### config.mk
export PLATFORM = sky130hd
export DESIGN_NAME = tbra_top
export DESIGN_NICKNAME = d
export VERILOG_FILES = /design/src/common/tbra_pkg.sv /design/src/verilog/tbra_top.sv
export VERILOG_INCLUDE_DIRS = /design/src /design/src/common
export SDC_FILE = /design/constraint.sdc
export NUM_CORES = 1
export LEC_CHECK = 0
export BUFFER_PORTS_ARGS = -buffer_cell sky130_fd_sc_hd__clkbuf_2
export CORE_MARGIN = 2
export CORE_UTILIZATION = 40
export DETAILED_ROUTE_END_ITERATION = 7
export PLACE_DENSITY = 0.75
export REMOVE_ABC_BUFFERS = 1
export SLEW_MARGIN = 0
export SYNTH_ARGS = -nofsm -noshare
export SYNTH_HDL_FRONTEND = slang
export SYNTH_SLANG_ARGS = --single-unit
export TNS_END_PERCENT = 10
### constraint.sdc
create_clock -name mclk -period 2.3 [get_ports mclk]
set_clock_uncertainty 0.05 [all_clocks]
set_input_delay 0.345 -clock mclk [delete_from_list [all_inputs] [get_ports mclk]]
set_output_delay 0.345 -clock mclk [all_outputs]
set_load 0.02 [all_outputs]
### src/common/tbra_regs.svh
`ifndef TBRA_REGS_SVH
`define TBRA_REGS_SVH

// identification command frame layout
`define TBRA_CMD_CODE 8'h05
`define TBRA_CMD_LEN 3'h5
`define TBRA_POS_CODE 3'h0
`define TBRA_POS_AFI 3'h1
`define TBRA_POS_PARAM 3'h2
`define TBRA_PARAM_WAKE_BIT 3
`define TBRA_PARAM_SLOT_HI 2
`define TBRA_PARAM_SLOT_LO 0

// answer layout, crc trailer appended by the framer
`define TBRA_ANS_CODE 8'h50
`define TBRA_ANS_APP 32'h0000_0000
`define TBRA_ANS_PROT1 8'h91
`define TBRA_ANS_PROT2 8'h81
`define TBRA_ANS_PROT3_LO 4'h0
`define TBRA_ANS_LEN 4'hc
`define TBRA_ANS_LAST 4'hb

// reader guard time after the answer: 10 etu + 32 subcarrier periods
`define TBRA_GUARD_ETU 10
`define TBRA_GUARD_FS_PERIODS 32
`define TBRA_FS_KHZ 848

`endif

### src/common/tbra_pkg.sv
package tbra_pkg;

  // one received byte from the frame decoder
  typedef struct packed {
    logic valid;
    logic sof;
    logic eof;
    logic crc_ok;
    logic [7:0] data;
  } tbra_rx_t;

  // one answer byte to the frame encoder
  typedef struct packed {
    logic valid;
    logic last;
    logic [7:0] data;
  } tbra_tx_t;

  typedef enum logic [1:0] {
    TBRA_LISTEN = 2'b01,
    TBRA_ANSWER = 2'b10
  } tbra_state_t;

endpackage : tbra_pkg

### src/verilog/tbra_top.sv
`timescale 1ns/1ps
`include "tbra_regs.svh"
// Function
// - request variant is accepted while the tag is idle
// - wake-up variant is accepted while halted and also while idle
// - parameter bits 7 to 5 are ignored
// - slot count field ignored, always one slot, answer at once
// - answer: 0x50, four id bytes, four app bytes, three info, crc
// - all four application data bytes are zero
// - first protocol info byte is 0x91
// - second protocol info byte is 0x81
// - third info byte: frame waiting integer high, low nibble zero
module tbra_top (
  input wire logic mclk,
  input wire logic nrst,
  input wire tbra_pkg::tbra_rx_t rx,
  input wire logic tag_idle,
  input wire logic tag_halt,
  input wire logic [31:0] pupi,
  input wire logic [3:0] fwi,
  output tbra_pkg::tbra_tx_t tx,
  input wire logic tx_ready,
  output logic [7:0] rx_afi,
  output logic wake_from_halt,
  output logic answer_done
);

  tbra_pkg::tbra_state_t state;
  tbra_pkg::tbra_state_t next_state;
  logic [2:0] rx_count;
  logic rx_overlong;
  logic [7:0] rx_code;
  logic [7:0] rx_param;
  logic [3:0] tx_index;
  logic [7:0] tx_data;
  logic tx_valid;

  wire rx_take = rx.valid && state == tbra_pkg::TBRA_LISTEN;
  // a start-of-frame byte taken while listening restarts the count
  wire [2:0] byte_pos = rx.sof ? 3'h0 : rx_count;
  wire [2:0] next_count = byte_pos + 3'h1;
  wire [7:0] cur_code = byte_pos == `TBRA_POS_CODE ? rx.data : rx_code;
  wire [7:0] cur_param = byte_pos == `TBRA_POS_PARAM ? rx.data : rx_param;
  wire too_long = !rx.sof && (rx_overlong || rx_count == `TBRA_CMD_LEN);

  // only code, length and crc qualify the frame; param bits 7-5 and
  // the slot field are never looked at
  wire crc_good = rx.eof && rx.crc_ok;
  wire len_ok = !too_long && next_count == `TBRA_CMD_LEN;
  wire code_ok = cur_code == `TBRA_CMD_CODE;
  wire frame_ok = rx_take && crc_good && len_ok && code_ok;
  wire is_wake = cur_param[`TBRA_PARAM_WAKE_BIT];
  wire accept_req = frame_ok && !is_wake && tag_idle;
  wire accept_wake = frame_ok && is_wake && (tag_idle || tag_halt);
  wire accept = accept_req || accept_wake;

  // answer bytes in send order; the crc trailer is added by the encoder
  wire [7:0] ans_id0 = pupi[31:24];
  wire [7:0] ans_id1 = pupi[23:16];
  wire [7:0] ans_id2 = pupi[15:8];
  wire [7:0] ans_id3 = pupi[7:0];
  wire [31:0] ans_app = `TBRA_ANS_APP;
  wire [7:0] ans_app0 = ans_app[31:24];
  wire [7:0] ans_app1 = ans_app[23:16];
  wire [7:0] ans_app2 = ans_app[15:8];
  wire [7:0] ans_app3 = ans_app[7:0];
  wire [7:0] ans_prot3 = {fwi, `TBRA_ANS_PROT3_LO};

  wire tx_fire = tx_valid && tx_ready;
  wire tx_end = tx_fire && tx_index == `TBRA_ANS_LAST;
  wire tx_last = tx_valid && tx_index == `TBRA_ANS_LAST;
  wire [3:0] tx_step = tx_index + 4'h1;
  // the index parks at zero between answers so the byte lane never
  // selects past the last byte
  wire [3:0] next_index = (accept || tx_end) ? 4'h0
    : (tx_fire ? tx_step : tx_index);
  logic [7:0] next_byte;

  always_comb
  begin
    next_byte = 8'h00;
    case (next_index)
      4'h0:
        next_byte = `TBRA_ANS_CODE;
      4'h1:
        next_byte = ans_id0;
      4'h2:
        next_byte = ans_id1;
      4'h3:
        next_byte = ans_id2;
      4'h4:
        next_byte = ans_id3;
      4'h5:
        next_byte = ans_app0;
      4'h6:
        next_byte = ans_app1;
      4'h7:
        next_byte = ans_app2;
      4'h8:
        next_byte = ans_app3;
      4'h9:
        next_byte = `TBRA_ANS_PROT1;
      4'ha:
        next_byte = `TBRA_ANS_PROT2;
      4'hb:
        next_byte = ans_prot3;
      default:
        next_byte = 8'h00;
    endcase
  end

  always_comb
  begin
    next_state = state;
    case (state)
      tbra_pkg::TBRA_LISTEN:
      begin
        if (accept)
          next_state = tbra_pkg::TBRA_ANSWER;
      end
      tbra_pkg::TBRA_ANSWER:
      begin
        if (tx_end)
          next_state = tbra_pkg::TBRA_LISTEN;
      end
      default:
        next_state = tbra_pkg::TBRA_LISTEN;
    endcase
  end

  always_ff @(posedge mclk)
  begin
    if (!nrst)
      state <= tbra_pkg::TBRA_LISTEN;
    else
      state <= next_state;
  end

  always_ff @(posedge mclk)
  begin
    if (!nrst)
    begin
      rx_count <= 3'h0;
      rx_overlong <= 1'b0;
    end
    else if (rx_take)
    begin
      // count wraps would alias a long frame onto a short one
      rx_count <= rx.eof ? 3'h0 : (too_long ? rx_count : next_count);
      rx_overlong <= rx.eof ? 1'b0 : too_long;
    end
  end

  always_ff @(posedge mclk)
  begin
    if (!nrst)
    begin
      rx_code <= 8'h00;
      rx_param <= 8'h00;
    end
    else if (rx_take)
    begin
      rx_code <= cur_code;
      rx_param <= cur_param;
    end
  end

  always_ff @(posedge mclk)
  begin
    if (!nrst)
      rx_afi <= 8'h00;
    else if (rx_take && byte_pos == `TBRA_POS_AFI)
      rx_afi <= rx.data;
  end

  always_ff @(posedge mclk)
  begin
    if (!nrst)
    begin
      tx_valid <= 1'b0;
      tx_index <= 4'h0;
    end
    else
    begin
      tx_valid <= accept || (tx_valid && !tx_end);
      tx_index <= next_index;
    end
  end

  always_ff @(posedge mclk)
  begin
    if (!nrst)
      tx_data <= 8'h00;
    else
      tx_data <= next_byte;
  end

  always_ff @(posedge mclk)
  begin
    if (!nrst)
      wake_from_halt <= 1'b0;
    else
      wake_from_halt <= accept_wake && !tag_idle;
  end

  // the reader guard time that follows is the reader's duty
  always_ff @(posedge mclk)
  begin
    if (!nrst)
      answer_done <= 1'b0;
    else
      answer_done <= tx_end;
  end

  assign tx = '{valid: tx_valid, last: tx_last, data: tx_data};

endmodule : tbra_top
==> results.cfg, run 1 <==
[outcome]
outcome = complete, no violations

[global_route]
overflow = 0
grt_pass1_wl_mm = 9.156
grt_max_degree = 23
grt_pass1_vias = 2030
antenna_found_initial = 0
track_usage = 0.1907

[detailed_routing]
via_count = 2057
routedWlPerCell_um = 14.91
wirelength_mm = 5.637
dr_wl_met3_um = 284
first_iter_violations = 120
met1_length_mm = 2.560
met2_wirelength_mm = 2.703
dr.max_layer_used = met4
antenna_left = 0
dr.pass1.iters = 4
vias_per_cell = 5.442
drc = 0

[synth]
synth_top_cell_by_area = dfxtp_1
synth_ff_type = dfxtp_1
syn_area_sq_mm = 0.002145
synth_most_common_cell = dfxtp_1
synthTopCellsByArea = dfxtp_1, mux2i_1, nor2_1
yosys.cell_types.count = 68
ys_ff_latch = 38
async_reset_ff_frac = 0
synthTopCellsByCount = dfxtp_1, nor2_1, mux2i_1
synth_top_cell_area_share = 0.3547
seq_area_frac_synth = 0.3547
postSynthCellCount = 230
synth_area_per_cell_sq_um = 9.324
yosys_warnings = 0
synth_edf_count = 0

[sta]
finalSetupViolations = 0
slew_headroom = 0.5272
fin_setup_tns_ns = 0
fmax_ghz = 0.4716
drv_slew = 0
rsz0062_at_grt = no
tightest_slew_ns = 0.7084
finalHoldViolations = 0
period_share = 0.9218
finalCriticalPeriod_ns = 2.120

[clocking]
cts_made_buffers = 5
clockBufferDepth = 2
cts_resized = 0
clockRootBuffer = clkbuf_8
cts.sinks = 38
cts_max_level = 2
worstSkewPairLatency_ns = 0.30
postCtsSetupRepairBufs = 0
cts_hold_buf = 0
clk_pin_slew_ns = 0.08
cts_tree = built

[pwr]
power_mw = 1.404
peakVddDrop_v = 0.0002686
leakage_nw = 1.203
powerDensity_mw_per_mm2 = 521.0

[worst_setup_path]
criticalPathCategory = reg2reg
cp-start-kind = flip-flop
critPathMaxFanout = 11
required_ns = 2.45
cp-end-kind = flip-flop
cp_data_arrival_time_ns = 2.27

[cells_and_area]
multiInputGateArea_sq_mm = 0.001275
nNetsFinal = 361
postLayoutCoreUtil = 0.5243
num_antenna_cells = 0
regArea_sq_um = 760.7
area_growth_pct = 25.67
fill_cells = 500
drive_above_1_share = 0.3604

[die]
core-area_sq_mm = 0.005140
dieHeight_um = 77.22
rows = 26
io_pins = 73
initial_core_util = 0.4172
die_w_um = 77.22
die_area_sq_mm = 0.005963

[hold_path]
hp-class = in2reg

[run]
maxCapViolCount = 0

[placed_design]
place.gp.congestion = 0.9318
port_buffers = 72
dp_hpwl_mm = 4.295
## logic make-up after synthesis
family / Yosys count / share of synthesized area
mux: 18 / 0.08693
simple gates: 88 / 0.2561
xor+xnor: 5 / 0.02042
buf+inv: 19 / 0.05076
compound gates: 61 / 0.2252
flops: 38 / 0.3547
fa+ha+maj: 1 / 0.005833
## registers in the layout, summed over array words and instances, names as in the netlist
register / flops
rx_afi: 8
rx_code: 8
tx_data: 8
tx_index: 4
rx_count: 3
state: 2
answer_done: 1
rx_overlong: 1
rx_param: 1
tx_valid: 1
wake_from_halt: 1
## through the flow
stage	hold WS (ns)	cells	area, sq um	setup WS [ns]
after global placement	0.3977	370	2581	0.2565
after CTS	0.2213	378	2695	0.2030
after floorplan	0.3713	219	2066	0.1988
final	0.2212	378	2695	0.1798
after global routing	0.2186	378	2695	0.03075
after detailed placement	0.4027	370	2581	0.2231
## critical path, stage by stage (launching register included)
cell and delay, ns:
dfxtp_1 0.58, nand3_1 0.22, xnor2_1 0.45, a21oi_1 0.14, o311ai_4 0.38, o21ba_1 0.20
## layer usage
| layer | vias to the layer above | track usage |
|---|---|---|
| met5 | - | 0 |
| met4 | 0 | 0.07857 |
| met3 | 7 | 0.04353 |
| met2 | 48 | 0.3104 |
| met1 | 992 | 0.2424 |
| li1 | 1010 | - |
## final timing paths
path                             startpoint     endpoint  slack (ns)  cells past startpoint
worst max-delay path               tx_valid   tx_data[5]        0.18                      5
worst max register to register     tx_valid   tx_data[5]        0.18                      5
worst min register to register  rx_param[3]  rx_param[3]        0.41                      2
worst min-delay path               pupi[27]   tx_data[3]        0.22                      3
## layout by cell type, fill, tap and decap left out, types with 3 or more instances in the layout
cell type / Yosys / layout
a21o_1: 3 / 3
a21oi_1: 14 / 14
a22o_1: 5 / 5
a32oi_1: 4 / 4
and2_1: 3 / 3
buf_4: 4 / 9
clkbuf_2: 0 / 72
clkbuf_8: 0 / 5
dfxtp_1: 38 / 38
inv_1: 8 / 8
mux2i_1: 16 / 16
nand2_1: 13 / 13
nand3_1: 10 / 10
nand3b_1: 5 / 5
nand4_1: 3 / 3
nor2_1: 24 / 24
nor3_1: 3 / 3
nor4b_1: 3 / 3
o211ai_1: 3 / 3
o21a_1: 3 / 3
o21ai_0: 8 / 8
xnor2_1: 4 / 4
## final cells by class
class | instances | share of cell area
Multi-Input combinational cell | 173 | 0.4731
Timing Repair Buffer | 81 | 0.1588
Sequential cell | 38 | 0.2823
Clock inverter | 3 | 0.01671
Inverter | 8 | 0.01114
Clock buffer | 5 | 0.02553
Tap cell | 70 | 0.03250
## power by group
| group | leakage (nW) | switching [mW] | internal [mW] |
|---|---|---|---|
| logic | 0.843 | 0.0752 | 0.0687 |
| registers | 0.309 | 0.00837 | 0.674 |
| clock network | 0.0504 | 0.255 | 0.323 |
| total | 1.20 | 0.339 | 1.07 |
Note: power is estimated with default switching activity, not from simulation.
==> inputs of run 2 (changes only) <==
--- a/config.mk
+++ b/config.mk
@@ -6,7 +6,9 @@
 export SDC_FILE = /design/constraint.sdc
 export NUM_CORES = 1
 export LEC_CHECK = 0
+export ABC_AREA = 1
 export BUFFER_PORTS_ARGS = -buffer_cell sky130_fd_sc_hd__clkbuf_2
+export CAP_MARGIN = 20
 export CORE_MARGIN = 2
 export CORE_UTILIZATION = 40
 export DETAILED_ROUTE_END_ITERATION = 7
==> constraint.sdc (replaced) <==
create_clock -name mclk -period 2.3 [get_ports mclk]
set_clock_uncertainty 0.05 [all_clocks]
set_input_delay 0.345 -clock mclk [delete_from_list [all_inputs] [get_ports mclk]]
set_output_delay 0.345 -clock mclk [all_outputs]
set_load 0.1 [all_outputs]
==> results.cfg, run 2 <==
[synth]
synth_most_common_cell = nand3_1
synth_top_cell_by_area = dfxtp_1
yosys.area_share.simple = 0.3913
synthTopCellsByCount = nand3_1, nand2_1, inv_1
yosys.cell_types.count = 35
seq_area_frac_synth = 0.3514
synth_edf_count = 0
synth_adder_area_share = 0.005780
synth_top_family_by_area = simple AND/OR/NAND/NOR gates
synth_ff_type = dfxtp_1
synth_mux_area_frac = 0
syn_area_sq_mm = 0.002165
synth_area_per_cell_sq_um = 6.872
synthTopCellsByArea = dfxtp_1, nand3_1, nand2_1
synthXorXnorAreaFrac = 0.01618
async_reset_ff_frac = 0
synth_compound_area_frac = 0.1214
synth_top_cell_area_share = 0.3514
yosys_warnings = 0
ys_ff_latch = 38
postSynthCellCount = 315

[placed_design]
port_buffers = 72
place_area_sq_mm = 0.002571
place.gp.congestion = 0.8819
dp_hpwl_mm = 4.175

[detailed_routing]
drc = 0
vias_per_cell = 5.006
routedWlPerCell_um = 12.25
dr.pass1.iters = 4
antenna_left = 0
via_count = 2328
first_iter_violations = 192
wirelength_mm = 5.694

[clocking]
cts_made_buffers = 5
cts_max_level = 2
cts_tree = built
clockRootBuffer = clkbuf_8
worstSkewPairLatency_ns = 0.29
cts_hold_buf = 0
cts.sinks = 38
clockBufferDepth = 2
clk_pin_slew_ns = 0.07

[hold_path]
hp-class = in2reg
min-delay-start = tag_idle
holdPathStages = 2
whs_endpoint = wake_from_halt

[die]
core-area_sq_mm = 0.005172
initial_core_util = 0.4185
rows = 26
die_w_um = 77.56
die_area_sq_mm = 0.006016
io_pins = 73
dieHeight_um = 77.56

[cells_and_area]
regArea_sq_um = 769.5
final_cell_mix = clkbuf_2, nand3_1, nand2_1
drive_above_1_share = 0.3089
fin_area_sq_mm = 0.002751
fill_cells = 502
final_common_cell = clkbuf_2
multiInputGateArea_sq_mm = 0.001196
nNetsFinal = 448
area_growth_pct = 27.11
num_antenna_cells = 0
postLayoutCoreUtil = 0.5319
top_regs = rx_afi (8), rx_code (8), tx_data (8)

[sta]
drv_slew = 0
finalHoldViolations = 0
finalCriticalPeriod_ns = 2.204
whs_ns = 0.2127
tightest_slew_ns = 0.6024
period_share = 0.9582
fmax_ghz = 0.4537
rsz0062_at_grt = yes
finalSetupViolations = 0
slew_headroom = 0.5965

[pwr]
peakVddDrop_v = 0.0002878
power_frac_clock = 0.347
pwr-share-comb = 0.150
p_sw_mw = 0.3770
powerDensity_mw_per_mm2 = 496.7
p_int_mw = 0.9897
leakage_nw = 1.401
seqPwrFrac = 0.503
p_sw_frac = 0.2758

[worst_setup_path]
cpLargestDelayFamily = simple AND/OR/NAND/NOR gates
cp-start-kind = flip-flop
r2r-end = tx_data[3]
cp_slowest_cell = dfxtp_4
criticalPathCategory = reg2reg
required_ns = 2.44
cp_data_arrival_time_ns = 2.34
path_cells = o21ai_4 -> nand3_1 -> nand2_2 -> nand2_1 -> nor2_2 -> nand4_4 -> nand4_1 -> buf_4 -> clkinvlp_4 -> nand3_1 -> nand4_1 -> and2_1
critPathMaxFanout = 6
cp-end-kind = flip-flop
reg2reg_depth = 12
max_stage_delay_ns = 0.38
r2r-start = rx_count[1]
worst-path-buf-inv = 2
r2r_slack_ns = 0.1

[run]
maxCapViolCount = 0

[global_route]
track_usage = 0.1832
grt_pass1_wl_mm = 9.004
grt_max_degree = 26
antenna_found_initial = 0
overflow = 0
grt_pass1_vias = 2082

[outcome]
outcome = complete, no violations
==> run 2: worst max path at each step <==
| stage | start | endpoint | cells after the start |
|---|---|---|---|
| floorplan | tx_valid | tx[8] | 2 |
| global placement | rx[10] | tx_data[6] | 14 |
| detailed placement | rx[10] | tx_data[7] | 14 |
| CTS | rx_count[0] | tx_data[7] | 14 |
| global route | rx_count[0] | tx_data[7] | 15 |
| finish | rx_count[1] | tx_data[3] | 12 |
==> run 2: layout make-up <==
| cell class | instances | area share |
|---|---|---|
| inverters | 44 | 0.06230 |
| well taps | 70 | 0.03183 |
| clock buffers | 7 | 0.03138 |
| multi-input cells | 223 | 0.4347 |
| repair inverters | 1 | 0.002729 |
| clock inverters | 1 | 0.001819 |
| flip-flops and latches | 38 | 0.2797 |
| repair buffers | 81 | 0.1555 |
==> run 2: logic make-up after synthesis <==
| family | after synthesis |
|---|---|
| AOI/OAI and AO/OA | 42 |
| xor gates and xnor gates | 4 |
| adders and majority gates | 1 |
| buffers and inverters | 55 |
| DFF | 38 |
| and+or+nand+nor | 175 |
==> run 2: metrics by stage <==
step	std cells	setup TNS [ns]	total power, mW	setup WS (ns)
global route	465	-0.3567	1.433	-0.07246
detailed placement	451	-0.01070	0.9018	-0.006838
floorplan	304	-2.420	0.8205	-0.4411
global placement	451	0	0.9005	0.04934
finish	465	0	1.367	0.09612
CTS	459	0	1.374	0.1021
==> run 2: worst reg2reg max path: cells and delay by family, from the launching register on <==
kind | cells | cell delay [ns]
AOI/OAI and AO/OA | 1 | 0.23
buffers and inverters | 2 | 0.30
DFF | 1 | 0.38
and+or+nand+nor | 9 | 1.14
==> run 2: repair_timing <==
action / 4_1_cts / 5_1_grt
setup endpoints to repair: 0 / 8
gates resized for setup: 0 / 15
setup buffers: 0 / 4
==> run 2: power by group through the flow <==
stage | Combinational, mW | Clock (mW) | Sequential [mW]
4_1_cts | 0.200 | 0.486 | 0.688
3_3_place_gp | 0.198 | 0 | 0.702
2_1_floorplan | 0.0786 | 0 | 0.742
6_report | 0.205 | 0.474 | 0.688
5_1_grt | 0.223 | 0.521 | 0.690
3_5_place_dp | 0.199 | 0 | 0.703
==> run 2: metal layers <==
metal / wire [um] / part of all wire / vias up / track usage
met1: 2587 / 0.45 / 1066 / 0.2315
met4: 88 / 0.015 / 0 / 0.08214
li1: - / - / 1197 / -
met5: 0 / 0 / - / 0
met2: 2758 / 0.48 / 57 / 0.2930
met3: 260 / 0.046 / 8 / 0.04767
